<file path="config.mk">
export PLATFORM = sky130hd
export DESIGN_NAME = rcc_top
export DESIGN_NICKNAME = d
export VERILOG_FILES = /design/src/core/rcc_top.v
export VERILOG_INCLUDE_DIRS = /design/src /design/src/core
export SDC_FILE = /design/constraint.sdc
export NUM_CORES = 1
export LEC_CHECK = 0
export BUFFER_PORTS_ARGS = -buffer_cell sky130_fd_sc_hd__clkbuf_2
export CORE_ASPECT_RATIO = 0.6
export CORE_MARGIN = 8
export CORE_UTILIZATION = 50
export DETAILED_ROUTE_END_ITERATION = 10
export GPL_TIMING_DRIVEN = 0
export PLACE_DENSITY = 0.73
export SKIP_CTS_REPAIR_TIMING = 1
export SLEW_MARGIN = 0
export SYNTH_ARGS = -nofsm -noshare
export SYNTH_HDL_FRONTEND = slang
export SYNTH_SLANG_ARGS = --single-unit
</file>
<file path="constraint.sdc">
create_clock -name mclk -period 3.1 [get_ports mclk]
set_clock_uncertainty 0.15 [all_clocks]
set_input_delay 0.155 -clock mclk [delete_from_list [all_inputs] [get_ports mclk]]
set_output_delay 0.155 -clock mclk [all_outputs]
set_load 0.005 [all_outputs]
</file>
<file path="src/core/rcc_map.vh">
// register offsets, field positions, reset values and timing counts of the reset cause controller
// assumes a 100 MHz system clock and a word-wide plain register port
`ifndef RCC_MAP_VH
`define RCC_MAP_VH
// ==========================================
// register map
`define RCC_ADDR_W          4
`define RCC_CAUSE_ADDR      4'h0
`define RCC_CTRL_ADDR       4'h1
`define RCC_TIMING_ADDR     4'h2
// ==========================================
// reset_cause_status fields
`define RCC_TRAP_BIT        15
`define RCC_ILLOP_BIT       14
`define RCC_VREG_BIT        8
`define RCC_EXTERNAL_PIN_RESET_FLAG_BIT        7
`define RCC_SWR_BIT         6
`define RCC_SWDT_BIT        5
`define RCC_WATCHDOG_TIMEOUT_FLAG_BIT        4
`define RCC_SLEEP_BIT       3
`define RCC_IDLE_BIT        2
`define RCC_BOR_BIT         1
`define RCC_POR_BIT         0
`define RCC_CAUSE_MASK      16'hc1ff
`define RCC_CAUSE_POR_VAL   16'h0003
// ==========================================
// control register fields
`define RCC_CTRL_CLKSW_BIT  0
`define RCC_CTRL_OSC_LSB    4
`define RCC_CTRL_OSC_MSB    6
// ==========================================
// timing, 100 MHz clock, 10 ns period
`define RCC_CLK_NS          10
`define RCC_TPOR_NS         10000
`define RCC_TRST_NS         20000
`define RCC_TSTARTUP_NS     20000
`define RCC_TPOR_CYC        ((`RCC_TPOR_NS + `RCC_CLK_NS - 1) / `RCC_CLK_NS)
`define RCC_TRST_CYC        ((`RCC_TRST_NS + `RCC_CLK_NS - 1) / `RCC_CLK_NS)
`define RCC_TSTARTUP_CYC    ((`RCC_TSTARTUP_NS + `RCC_CLK_NS - 1) / `RCC_CLK_NS)
`define RCC_CNT_W           16
`define RCC_OST_PERIODS     1024
`define RCC_OST_W           10
`endif

</file>
<file path="src/core/rcc_top.v">
// reset cause controller: merges every reset source into the master system reset and keeps
// the reset cause status register. assumes source inputs are levels or pulses from pins or
// logic in other domains; each is synchronised here. the oscillator start-up count uses a
// rising edge of the period tick that the clock generator supplies once per oscillator period, synchronised here.
// Overview of operation
// - power-on, brown-out, pin, instruction, watchdog, trap, illegal-op feed one reset
// - master reset is asserted while any reset source is active
// - unrelated registers keep contents across resets other than power-on
// - power-on clears all cause flags except brown-out flag bit 1 and power-on flag bit 0
// - software may set or clear any status bit at any time
// - software writing a flag only stores it, no reset follows
// - trap and illegal-op flags set by their events, cleared by power-on or brown-out
// - pin reset flag set by pin reset, cleared only by power-on
// - software reset flag set by reset instruction, cleared by power-on or brown-out
// - watchdog flag set on time-out, cleared by power-save, power-on or brown-out
// - sleep flag set on entering sleep, cleared by power-on or brown-out
// - idle flag set on entering idle, cleared by power-on or brown-out
// - brown-out flag set by brown-out or power-on, power-on flag by power-on
// - soft watchdog enable works unless the watchdog fuse is unprogrammed
// - without clock switching, reset clock source comes from oscillator fuses
// - master reset released only after power-on and power-up delays expire
// - pin, watchdog, software, illegal-op, trap resets hold reset twenty microseconds
// - crystal source counts 1024 oscillator periods before releasing oscillator clock
`timescale 1ns/100ps
`include "rcc_map.vh"

module rcc_top (
    // clock and power-on reset
    input  wire        mclk,
    input  wire        rst_n,
    // reset sources
    input  wire        brown_out_reset,
    input  wire        external_pin_reset,
    input  wire        reset_instruction,
    input  wire        watchdog_timeout,
    input  wire        trap_conflict,
    input  wire        illegal_opcode,
    // power-save instruction events
    input  wire        power_save_sleep,
    input  wire        power_save_idle,
    // configuration fuses and oscillator
    input  wire        watchdog_config_fuse,
    input  wire        clock_switch_fuse,
    input  wire [2:0]  osc_config_fuse,
    input  wire [2:0]  osc_current_sel,
    input  wire        crystal_source,
    input  wire        osc_period_tick,
    // register port
    input  wire [3:0]  reg_addr,
    input  wire [15:0] reg_wdata,
    input  wire        reg_wr,
    input  wire        reg_rd,
    output reg  [15:0] reg_rdata,
    // outputs
    output reg         master_system_reset,
    output reg         watchdog_enable,
    output reg  [2:0]  reset_clock_sel,
    output reg         osc_clock_release
);

    // ==========================================
    // reset release
    reg        rst_s1_r;
    reg        rst_s2_r;
    wire       por_rst_n = rst_s2_r;

    always @(posedge mclk or negedge rst_n) begin
        if (!rst_n) begin
            rst_s1_r <= 1'b0;
            rst_s2_r <= 1'b0;
        end else begin
            rst_s1_r <= 1'b1;
            rst_s2_r <= rst_s1_r;
        end
    end

    // ==========================================
    // input synchronisers, one generate loop over the event inputs
    localparam NSRC = 9;
    wire [NSRC-1:0] src_raw = {power_save_idle, power_save_sleep, illegal_opcode, trap_conflict,
                               watchdog_timeout, reset_instruction, external_pin_reset,
                               brown_out_reset, osc_period_tick};
    wire [NSRC-1:0] src_s;
    genvar gi;
    generate
        for (gi = 0; gi < NSRC; gi = gi + 1) begin : g_sync
            reg s1_r;
            reg s2_r;
            always @(posedge mclk or negedge por_rst_n) begin
                if (!por_rst_n) begin
                    s1_r <= 1'b0;
                    s2_r <= 1'b0;
                end else begin
                    s1_r <= src_raw[gi];
                    s2_r <= s1_r;
                end
            end
            assign src_s[gi] = s2_r;
        end
    endgenerate

    reg        fuse_s1_r;
    reg        fuse_s2_r;
    reg        csw_s1_r;
    reg        csw_s2_r;
    always @(posedge mclk or negedge por_rst_n) begin
        if (!por_rst_n) begin
            fuse_s1_r <= 1'b1;
            fuse_s2_r <= 1'b1;
            csw_s1_r  <= 1'b0;
            csw_s2_r  <= 1'b0;
        end else begin
            fuse_s1_r <= watchdog_config_fuse;
            fuse_s2_r <= fuse_s1_r;
            csw_s1_r  <= clock_switch_fuse;
            csw_s2_r  <= csw_s1_r;
        end
    end

    wire tick_s  = src_s[0];
    wire bor_s   = src_s[1];
    wire pin_s   = src_s[2];
    wire swr_s   = src_s[3];
    wire wdt_s   = src_s[4];
    wire trap_s  = src_s[5];
    wire illop_s = src_s[6];
    wire sleep_s = src_s[7];
    wire idle_s  = src_s[8];

    // previous levels for edge detection of pulse events
    reg  [NSRC-1:0] src_d_r;
    always @(posedge mclk or negedge por_rst_n) begin
        if (!por_rst_n) begin
            src_d_r <= {NSRC{1'b0}};
        end else begin
            src_d_r <= src_s;
        end
    end
    wire [NSRC-1:0] src_rise = src_s & ~src_d_r;

    // ==========================================
    // reset sequencing
    localparam ST_POR   = 2'd0;
    localparam ST_START = 2'd1;
    localparam ST_HOLD  = 2'd2;
    localparam ST_RUN   = 2'd3;

    // counts are worked out as 32-bit integers, then cut to the counter width on purpose
    localparam integer TPOR_I  = `RCC_TPOR_CYC;
    localparam integer TSTRT_I = `RCC_TSTARTUP_CYC;
    localparam integer TRST_I  = `RCC_TRST_CYC;
    localparam [15:0]  TPOR_C  = TPOR_I[15:0];
    localparam [15:0]  TSTRT_C = TSTRT_I[15:0];
    localparam [15:0]  TRST_C  = TRST_I[15:0];

    reg  [1:0]  state_r;
    reg  [1:0]  state_nxt;
    reg  [15:0] cnt_r;
    reg  [15:0] cnt_nxt;
    reg         bor_seen_r;
    reg         bor_seen_nxt;
    wire        warm_src = pin_s | swr_s | wdt_s | trap_s | illop_s;
    wire        any_src  = warm_src | bor_s;

    always @* begin
        state_nxt    = state_r;
        cnt_nxt      = cnt_r;
        // sticky until power-on so software can still see it long after the event
        bor_seen_nxt = bor_seen_r;
        case (state_r)
            ST_POR: begin
                if (cnt_r == TPOR_C - 16'h0001) begin
                    state_nxt = ST_START;
                    cnt_nxt   = 16'h0000;
                end else begin
                    cnt_nxt = cnt_r + 16'h0001;
                end
            end
            ST_START: begin
                if (bor_s) begin
                    cnt_nxt = 16'h0000;
                end else if (cnt_r == TSTRT_C - 16'h0001) begin
                    state_nxt = ST_HOLD;
                    cnt_nxt   = 16'h0000;
                end else begin
                    cnt_nxt = cnt_r + 16'h0001;
                end
            end
            ST_HOLD: begin
                if (bor_s) begin
                    state_nxt = ST_START;
                    cnt_nxt   = 16'h0000;
                end else if (warm_src) begin
                    cnt_nxt = 16'h0000;
                end else if (cnt_r == TRST_C - 16'h0001) begin
                    state_nxt = ST_RUN;
                end else begin
                    cnt_nxt = cnt_r + 16'h0001;
                end
            end
            default: begin
                if (bor_s) begin
                    state_nxt    = ST_START;
                    cnt_nxt      = 16'h0000;
                    bor_seen_nxt = 1'b1;
                end else if (warm_src) begin
                    state_nxt = ST_HOLD;
                    cnt_nxt   = 16'h0000;
                end
            end
        endcase
    end

    always @(posedge mclk or negedge por_rst_n) begin
        if (!por_rst_n) begin
            state_r    <= ST_POR;
            cnt_r      <= 16'h0000;
            bor_seen_r <= 1'b0;
        end else begin
            state_r    <= state_nxt;
            cnt_r      <= cnt_nxt;
            bor_seen_r <= bor_seen_nxt;
        end
    end

    // brown-out seen in any state clears the brown-out-cleared flags
    wire bor_clr = src_rise[1];

    // ==========================================
    // reset cause status register
    reg  [15:0] cause_r;
    reg  [15:0] cause_nxt;
    reg         clksw_r;
    reg  [2:0]  osc_sel_r;
    wire        wr_cause = reg_wr && (reg_addr == `RCC_CAUSE_ADDR);
    wire        wr_ctrl  = reg_wr && (reg_addr == `RCC_CTRL_ADDR);

    always @* begin
        cause_nxt = cause_r;
        if (wr_cause) begin
            cause_nxt = reg_wdata & `RCC_CAUSE_MASK;
        end
        if (bor_clr) begin
            cause_nxt[`RCC_TRAP_BIT]  = 1'b0;
            cause_nxt[`RCC_ILLOP_BIT] = 1'b0;
            cause_nxt[`RCC_SWR_BIT]   = 1'b0;
            cause_nxt[`RCC_WATCHDOG_TIMEOUT_FLAG_BIT]  = 1'b0;
            cause_nxt[`RCC_SLEEP_BIT] = 1'b0;
            cause_nxt[`RCC_IDLE_BIT]  = 1'b0;
        end
        if (src_rise[7] || src_rise[8]) begin
            cause_nxt[`RCC_WATCHDOG_TIMEOUT_FLAG_BIT] = 1'b0;
        end
        // event sets are applied last so a set wins over a same-cycle clear
        if (src_rise[1])
            cause_nxt[`RCC_BOR_BIT]   = 1'b1;
        if (src_rise[2])
            cause_nxt[`RCC_EXTERNAL_PIN_RESET_FLAG_BIT]  = 1'b1;
        if (src_rise[3])
            cause_nxt[`RCC_SWR_BIT]   = 1'b1;
        if (src_rise[4])
            cause_nxt[`RCC_WATCHDOG_TIMEOUT_FLAG_BIT]  = 1'b1;
        if (src_rise[5])
            cause_nxt[`RCC_TRAP_BIT]  = 1'b1;
        if (src_rise[6])
            cause_nxt[`RCC_ILLOP_BIT] = 1'b1;
        if (src_rise[7])
            cause_nxt[`RCC_SLEEP_BIT] = 1'b1;
        if (src_rise[8])
            cause_nxt[`RCC_IDLE_BIT]  = 1'b1;
    end

    // power-on leaves only brown-out and power-on flags set; every other flag
    // collects all sources that fire together
    always @(posedge mclk or negedge por_rst_n) begin
        if (!por_rst_n) begin
            cause_r   <= `RCC_CAUSE_POR_VAL;
            clksw_r   <= 1'b0;
            osc_sel_r <= 3'h0;
        end else begin
            cause_r <= cause_nxt;
            if (wr_ctrl) begin
                clksw_r   <= reg_wdata[`RCC_CTRL_CLKSW_BIT];
                osc_sel_r <= reg_wdata[`RCC_CTRL_OSC_MSB:`RCC_CTRL_OSC_LSB];
            end
        end
    end

    // ==========================================
    // oscillator start-up counter, counts periods of the crystal
    reg  [`RCC_OST_W-1:0] ost_cnt_r;
    reg                   ost_done_r;
    always @(posedge mclk or negedge por_rst_n) begin
        if (!por_rst_n) begin
            ost_cnt_r  <= {`RCC_OST_W{1'b0}};
            ost_done_r <= 1'b0;
        end else if (bor_s) begin
            ost_cnt_r  <= {`RCC_OST_W{1'b0}};
            ost_done_r <= 1'b0;
        end else if (!ost_done_r && src_rise[0]) begin
            ost_cnt_r <= ost_cnt_r + {{(`RCC_OST_W-1){1'b0}}, 1'b1};
            if (ost_cnt_r == {`RCC_OST_W{1'b1}})
                ost_done_r <= 1'b1;
        end
    end

    // ==========================================
    // outputs and read port
    // clock selection is latched while reset is active so a running program
    // never sees the source change under it
    always @(posedge mclk or negedge por_rst_n) begin
        if (!por_rst_n) begin
            master_system_reset <= 1'b1;
            watchdog_enable     <= 1'b1;
            reset_clock_sel     <= 3'h0;
            osc_clock_release   <= 1'b0;
            reg_rdata           <= 16'h0000;
        end else begin
            master_system_reset <= (state_nxt != ST_RUN) | any_src;
            watchdog_enable     <= fuse_s2_r | cause_r[`RCC_SWDT_BIT];
            if (state_r != ST_RUN) begin
                if (csw_s2_r && clksw_r)
                    reset_clock_sel <= osc_sel_r;
                else
                    reset_clock_sel <= osc_config_fuse;
            end
            osc_clock_release   <= ~crystal_source | ost_done_r;
            if (reg_rd && reg_addr == `RCC_CAUSE_ADDR)
                reg_rdata <= cause_r;
            else if (reg_rd && reg_addr == `RCC_CTRL_ADDR)
                reg_rdata <= {9'h000, osc_sel_r, 3'h0, clksw_r};
            else if (reg_rd && reg_addr == `RCC_TIMING_ADDR)
                reg_rdata <= {12'h000, ost_done_r, bor_seen_r, state_r};
            else
                reg_rdata <= 16'h0000;
        end
    end

endmodule

</file>
==> results of run 1 <==
[per-stage QoR]
stage / hold WS, ns / TNS [ns] / instances / instance area [um^2]
CTS: -0.570 / 0 / 491 / 4530
global route: 0.00291 / 0 / 518 / 4800
global placement: -0.209 / -67.12 / 474 / 4190
finish: -0.0155 / 0 / 518 / 4800
detailed placement: -0.203 / 0 / 475 / 4220
floorplan: -0.291 / 0 / 322 / 3820
[worst paths after layout]
check,slack (ns),endpoint
worst min register to register,0.14,osc_clock_release
max in group asynchronous,1.97,master_system_reset
worst max-delay path,0.38,cnt_r[6]
min in group asynchronous,0.14,osc_clock_release
worst max register to register,0.38,cnt_r[6]
worst min-delay path,-0.02,reset_clock_sel[2]
[sequential cells by signal, summed over array words and instances, names as in the netlist, 2 cells and up]
register / flops
cause_r: 11
cnt_r: 16
g_sync.s1_r: 9
g_sync.s2_r: 8
osc_sel_r: 3
ost_cnt_r: 10
reg_rdata: 11
reset_clock_sel: 3
src_d_r: 9
state_r: 2
[report_power, final]
group	leakage, nW	internal (mW)	switching, mW	total [mW]
Combinational	0.907	0.0984	0.0782	0.177
Sequential	1.18	1.31	0.0467	1.36
Clock	0.155	0.660	0.475	1.13
Total	2.25	2.07	0.599	2.67
[Yosys cell counts, drive strengths merged, types with 7 or more instances]
cell type	count	area share
and3	9	0.015
inv	14	0.014
nor2	28	0.028
and2	8	0.013
nand3	8	0.011
mux2i	13	0.034
a21oi	18	0.024
clkbuf	7	0.0069
mux2	7	0.021
dfrtp	89	0.59
nand2	19	0.019
o21ai	10	0.013
[layer usage]
layer,track usage,part of all wire,up-vias
met5,0,0,-
met4,0.0509,0.013,0
met3,0.0542,0.073,12
met2,0.229,0.45,93
met1,0.209,0.46,1349
li1,-,-,1310
[cell type report]
class / instances / area, um^2 / share of cell area
flip-flops and latches: 95 / 2390 / 0.497
multi-input cells: 200 / 1310 / 0.272
repair buffers: 76 / 538 / 0.112
clock buffers: 10 / 239 / 0.0497
well taps: 104 / 130 / 0.0271
clock inverters: 6 / 76.3 / 0.0159
plain buffers: 13 / 75.1 / 0.0156
inverters: 14 / 52.6 / 0.0109
[critical path: stages, from the launching register on]
cell,delay (ns)
dfrtp_1,0.44
ha_1,0.30
nand4bb_1,0.24
nor4_4,0.51
o21a_2,0.29
inv_1,0.15
buf_6,0.18
a311oi_1,0.33
[cell families after synthesis]
logic type      count (synthesis)  synth area share
mux                            20            0.0550
flops                          95             0.627
buf+inv                        27            0.0336
other cells                     2           0.00198
compound gates                 65             0.117
xor+xnor                        6            0.0138
simple gates                  101             0.144
fa+ha+maj                       2           0.00658
==> impl_metrics.tcl, run 1 <==
set metrics [dict create \
    status "finished, violations left" \
    violations "negative hold slack" \
    cts_buffer_depth 2 \
    max_cap_violations 0 \
    slew_viol_final 0 \
    powerDensity_nw_per_um2 555 \
    startpoint "cnt_r[0]" \
    grt_first_pass_wirelength_mm 13.1 \
    final_nets 453 \
    yosys_warnings 0 \
    synthFlopType "dfrtp_1" \
    avgSynthCellArea_um2 12.0 \
    most-common-layout-cells "dfrtp_1, clkbuf_2, nor2_1, dlygate4sd3_1, nand2_1" \
    hold_viol_final 1 \
    start_util 0.519 \
    first_global_vias 2542 \
    rsz0062_at_grt "no" \
    die_area_um2 10700 \
    synth_seq_area_share 0.627 \
    wl_per_cell_um 15.8 \
    ys_ff_latch 95 \
    drc 0 \
    drt-total-wl_mm 8.18 \
    end_kind "flip-flop" \
    n_antenna_cell 0 \
    place_congestion 0.821 \
    synth_enable_flop_cells 0 \
    hold_class "in -> reg" \
    cp_data_required_time_ns 3.17 \
    irDropWorstVdd_v 0.000448 \
    utilization 0.656 \
    cp.arrival_ns 2.78 \
    layout_commonest_cell "dfrtp_1" \
    setup_viol 0 \
    clkSinkCount 95 \
    cp_max_fo 10 \
    slew_headroom 0.243 \
    globalRouteTotalUtil 0.155 \
    via_count 2764 \
    firstDrtPassIters 4 \
    r2r_cells 7 \
    post-place-ws_ns 0.402 \
    cts_buffers 9 \
    layout-drive-gt1-share 0.222 \
    setup.worst_path.class "reg -> reg" \
    synthArstFlopShare 1.00 \
    ant_nets 0 \
    clk_pin_slew_ns 0.07 \
    synth_area_um2 3800 \
    syn_inst 318 \
    hp-start "osc_config_fuse[2]" \
    fp.dieH_um 83.6 \
    rr_startpoint "cnt_r[0]" \
    n_fill_cell 569 \
    grt_start_max_net_pins 59 \
    vias_per_cell 5.34 \
    setup_slack_ns 0.384 \
    cp-start-kind "flip-flop" \
    ios 64 \
    hold_ws_ns -0.0155 \
    power.total_mw 2.67 \
    die-width_um 129 \
    numPortBuffers 48 \
    cts_max_level 3 \
    area_delta_synth_final_pct 26.4 \
    core-area_um2 7330 \
    clock_latency_ns 0.34 \
    row_count 24 \
    cts_tree "built" \
    dpl.hpwl_mm 5.63 \
    antenna_found_initial 0 \
    grt_overflow 0 \
    fmax_ghz 0.368 \
    cts.root.buffer_cell "clkbuf_16" \
    leakage_nw 2.25 \
    min_path_cells 3 \
    min_period_ns 2.72 \
    tightest_slew_ns 1.13 \
    synthDistinctLibCells 53 \
    drtIter0Drc 237 \
    period_share 0.876 \
]
No activity file was read; power rests on OpenSTA's default activity.
==> inputs of run 2 (changes only) <==
--- a/config.mk
+++ b/config.mk
@@ -12,6 +12,7 @@
 export CORE_UTILIZATION = 50
 export DETAILED_ROUTE_END_ITERATION = 10
 export GPL_TIMING_DRIVEN = 0
+export MAX_ROUTING_LAYER = met4
 export PLACE_DENSITY = 0.73
 export SKIP_CTS_REPAIR_TIMING = 1
 export SLEW_MARGIN = 0
==> run 2 against run 1 <==
Net effect: the flow still finishes with violations (negative hold slack); sequential power barely moved; register-to-register slack got worse by 0.02 ns; sequential share of layout area did not move; worst setup slack got worse by 0.024 ns; largest power group unchanged; highest routed layer unchanged.
==> impl_metrics.tcl, run 2 (same netlist as run 1, synthesis figures left out) <==
set metrics [dict create \
    first_global_vias 2542 \
    period_share 0.884 \
    globalRouteTotalUtil 0.160 \
    final_nets 453 \
    rrSetupSlack_ns 0.36 \
    vias_per_cell 5.34 \
    place_congestion 0.834 \
    cp_max_fo 8 \
    critPathSlowestCell "nor4_4" \
    rsz0062_at_grt "no" \
    max_cap_violations 0 \
    slew_viol_final 0 \
    post-place-ws_ns 0.402 \
    cts_buffers 9 \
    hold_viol_final 1 \
    ios 64 \
    placed_cell_area_um2 4220 \
    rr_startpoint "cnt_r[0]" \
    cp_data_required_time_ns 3.15 \
    power.total_mw 2.67 \
    setup_slack_ns 0.359 \
    fp.dieH_um 83.6 \
    violations "negative hold slack" \
    max_stage_delay_ns 0.53 \
    dpl.hpwl_mm 5.63 \
    cts_max_level 3 \
    grt_overflow 0 \
    cts.root.buffer_cell "clkbuf_16" \
    r2r_end "cnt_r[5]" \
    fin_area_um2 4800 \
    numPortBuffers 48 \
    endpoint "cnt_r[5]" \
    register_area_um2 2390 \
    largest_reg_flops 16 \
    drt-total-wl_mm 8.20 \
    wl_per_cell_um 15.8 \
    hold_ws_ns -0.0178 \
    start_util 0.519 \
    path_cells "ha_1 > nand4bb_1 > nor4_4 > or4b_4 > o211ai_1 > a41oi_1 > a211oi_1" \
    irDropWorstVdd_v 0.000448 \
    die_area_um2 10700 \
    status "finished, violations left" \
    grt_start_max_net_pins 59 \
    fmax_ghz 0.365 \
    area_delta_synth_final_pct 26.4 \
    drc 0 \
    clock_latency_ns 0.34 \
    drtIter0Drc 228 \
    grt_first_pass_wirelength_mm 13.1 \
    most-common-layout-cells "dfrtp_1, clkbuf_2, nor2_1, dlygate4sd3_1, nand2_1" \
    dp_cells 475 \
    cts_buffer_depth 2 \
    startpoint "cnt_r[0]" \
    setup.worst_path.class "reg -> reg" \
    clkSinkCount 95 \
    powerDensity_nw_per_um2 555 \
    layout_commonest_cell "dfrtp_1" \
    antenna_found_initial 0 \
    slew_headroom 0.257 \
    via_count 2765 \
    reg_top3 "cnt_r (16), cause_r (11), reg_rdata (11)" \
    setup_viol 0 \
    tightest_slew_ns 1.11 \
    core-area_um2 7330 \
    cts_tree "built" \
    firstDrtPassIters 5 \
    layout-drive-gt1-share 0.222 \
    min_period_ns 2.74 \
    hold_class "in -> reg" \
    die-width_um 129 \
    n_antenna_cell 0 \
    top_register "cnt_r" \
    end_kind "flip-flop" \
    row_count 24 \
    ant_nets 0 \
    r2r_cells 7 \
    clk_pin_slew_ns 0.07 \
    multi_input_area_um2 1310 \
    n_fill_cell 569 \
    fin_cells 518 \
    cp.arrival_ns 2.79 \
    leakage_nw 2.25 \
    utilization 0.656 \
    cp-start-kind "flip-flop" \
    fin_tns_setup_ns 0 \
]
## run 2: worst min path at each step
stage	from	endpoint	slack, ns	cells past startpoint
6_report	osc_config_fuse[2]	reset_clock_sel[2]	-0.02	3
5_1_grt	osc_config_fuse[2]	reset_clock_sel[2]	0.003	3
2_1_floorplan	rst_n	por_rst_n	-0.29	0
3_5_place_dp	rst_n	rst_s1_r	-0.20	1
4_1_cts	rst_n	rst_s1_r	-0.57	1
3_3_place_gp	rst_n	rst_s1_r	-0.21	1
## run 2: cell type report
class | instances | share of cell area
inverter | 14 | 0.0109
timing repair buffer | 76 | 0.112
multi-input combinational | 200 | 0.272
clock inverter | 6 | 0.0159
buffer | 13 | 0.0156
sequential | 95 | 0.497
tap | 104 | 0.0271
clock buffer | 10 | 0.0497
## run 2: per-layer routing
| metal | GRT usage | routed length, um | up-vias |
|---|---|---|---|
| li1 | - | - | 1321 |
| met1 | 0.210 | 3830 | 1339 |
| met2 | 0.229 | 3660 | 95 |
| met3 | 0.0529 | 600 | 10 |
| met4 | 0.0509 | 110 | 0 |
| met5 | - | 0 | - |
## run 2: where the power goes
| part | internal, mW | switching [mW] |
|---|---|---|
| clock network | 0.659 | 0.474 |
| logic | 0.0984 | 0.0780 |
| registers | 1.31 | 0.0467 |
## run 2: critical path: cells and delay by family (launching register included)
family,cells,cell delay (ns)
compound gates,3,0.70
fa+ha+maj,1,0.30
flops,1,0.44
simple gates,3,1.01
==> inputs of run 3 (changes only) <==
--- a/config.mk
+++ b/config.mk
@@ -8,7 +8,7 @@
 export LEC_CHECK = 0
 export BUFFER_PORTS_ARGS = -buffer_cell sky130_fd_sc_hd__clkbuf_2
 export CORE_ASPECT_RATIO = 0.6
-export CORE_MARGIN = 8
+export CORE_MARGIN = 3
 export CORE_UTILIZATION = 50
 export DETAILED_ROUTE_END_ITERATION = 10
 export GPL_TIMING_DRIVEN = 0
==> run 3 against run 2 <==
Net effect: the run still ends with negative hold slack left; worst hold slack worse by 0.0095 ns; power is 0.20% lower; clock-buffer cell count fell by 1; utilization increased by 2.7 points.
==> impl_metrics.tcl, run 3 (same netlist as run 1, synthesis figures left out) <==
set metrics [dict create \
    dp_cells 471 \
    status "finished, violations left" \
    grt_overflow 0 \
    hold_class "in -> reg" \
    cp_data_required_time_ns 3.15 \
    setup.worst_path.class "reg -> reg" \
    cts_buffer_depth 2 \
    start_util 0.542 \
    cp-start-kind "flip-flop" \
    hold_viol_final 2 \
    setup_viol 0 \
    globalRouteTotalUtil 0.197 \
    first_global_vias 2583 \
    utilization 0.683 \
    clkSinkCount 95 \
    post-place-ws_ns 0.377 \
    tightest_slew_ns 1.24 \
    cts.root.buffer_cell "clkbuf_16" \
    clk_pin_slew_ns 0.07 \
    vias_per_cell 5.31 \
    end_kind "flip-flop" \
    ios 64 \
    rsz0062_at_grt "no" \
    core-area_um2 7020 \
    place_congestion 0.881 \
    fin_cells 514 \
    top_register "cnt_r" \
    setup_slack_ns 0.313 \
    period_share 0.899 \
    slew_viol_final 0 \
    layout-drive-gt1-share 0.222 \
    grt_first_pass_wirelength_mm 12.8 \
    die_area_um2 8720 \
    powerDensity_nw_per_um2 555 \
    ant_nets 0 \
    final_nets 453 \
    cts_max_level 3 \
    min_period_ns 2.79 \
    drc 0 \
    die-width_um 119 \
    reg_top3 "cnt_r (16), cause_r (11), reg_rdata (11)" \
    power.total_mw 2.66 \
    row_count 23 \
    via_count 2728 \
    n_antenna_cell 0 \
    max_cap_violations 0 \
    area_delta_synth_final_pct 26.1 \
    hold_ws_ns -0.0273 \
    irDropWorstVdd_v 0.000380 \
    largest_reg_flops 16 \
    fin_area_um2 4790 \
    slew_headroom 0.170 \
    placed_cell_area_um2 4210 \
    numPortBuffers 48 \
    dpl.hpwl_mm 5.43 \
    grt_start_max_net_pins 53 \
    leakage_nw 2.24 \
    fp.dieH_um 73.6 \
    antenna_found_initial 0 \
    clock_latency_ns 0.34 \
    layout_commonest_cell "dfrtp_1" \
    cp_max_fo 8 \
    drtIter0Drc 177 \
    cts_tree "built" \
    firstDrtPassIters 4 \
    violations "negative hold slack" \
    drt-total-wl_mm 8.09 \
    wl_per_cell_um 15.7 \
    most-common-layout-cells "dfrtp_1, clkbuf_2, nor2_1, dlygate4sd3_1, nand2_1" \
    cts_buffers 9 \
    fmax_ghz 0.359 \
    cp.arrival_ns 2.84 \
    fin_tns_setup_ns 0 \
]
[run 3: per-layer routing]
metal,vias to the layer above,share of wire,global-route usage
li1,1309,-,-
met1,1321,0.48,0.277
met2,89,0.44,0.283
met3,9,0.065,0.0569
met4,0,0.011,0.0513
met5,-,0,-
[run 3: report_power, final]
group          switching (mW)  internal [mW]
sequential             0.0472           1.31
clock                   0.487          0.642
combinational          0.0770         0.0984
total                   0.611           2.05
[run 3: final timing paths]
check	from	end	slack, ns	depth (start not counted)
max	cnt_r[0]	cnt_r[5]	0.31	7
min	osc_config_fuse[2]	reset_clock_sel[2]	-0.03	3
max reg2reg	cnt_r[0]	cnt_r[5]	0.31	7
min reg2reg	por_rst_n	g_sync[8].s1_r	0.17	0
max in group asynchronous	por_rst_n	master_system_reset	1.93	1
min in group asynchronous	por_rst_n	g_sync[8].s1_r	0.17	0
[run 3: area by class of cell]
class,count,area (um^2)
Clock buffer,9,225
Fill cell,550,2230
Timing Repair Buffer,76,538
Tap cell,100,125
Sequential cell,95,2390
Inverter,14,52.6
Clock inverter,7,85.1
Buffer,13,75.1
Multi-Input combinational cell,200,1310
[run 3: critical path, cell delays in order (launching register included)]
cell       delay (ns)
dfrtp_1          0.44
ha_1             0.31
nand4bb_1        0.23
nor4_1           0.48
or3_1            0.25
o211ai_1         0.34
a41oi_1          0.36
a211oi_1         0.08
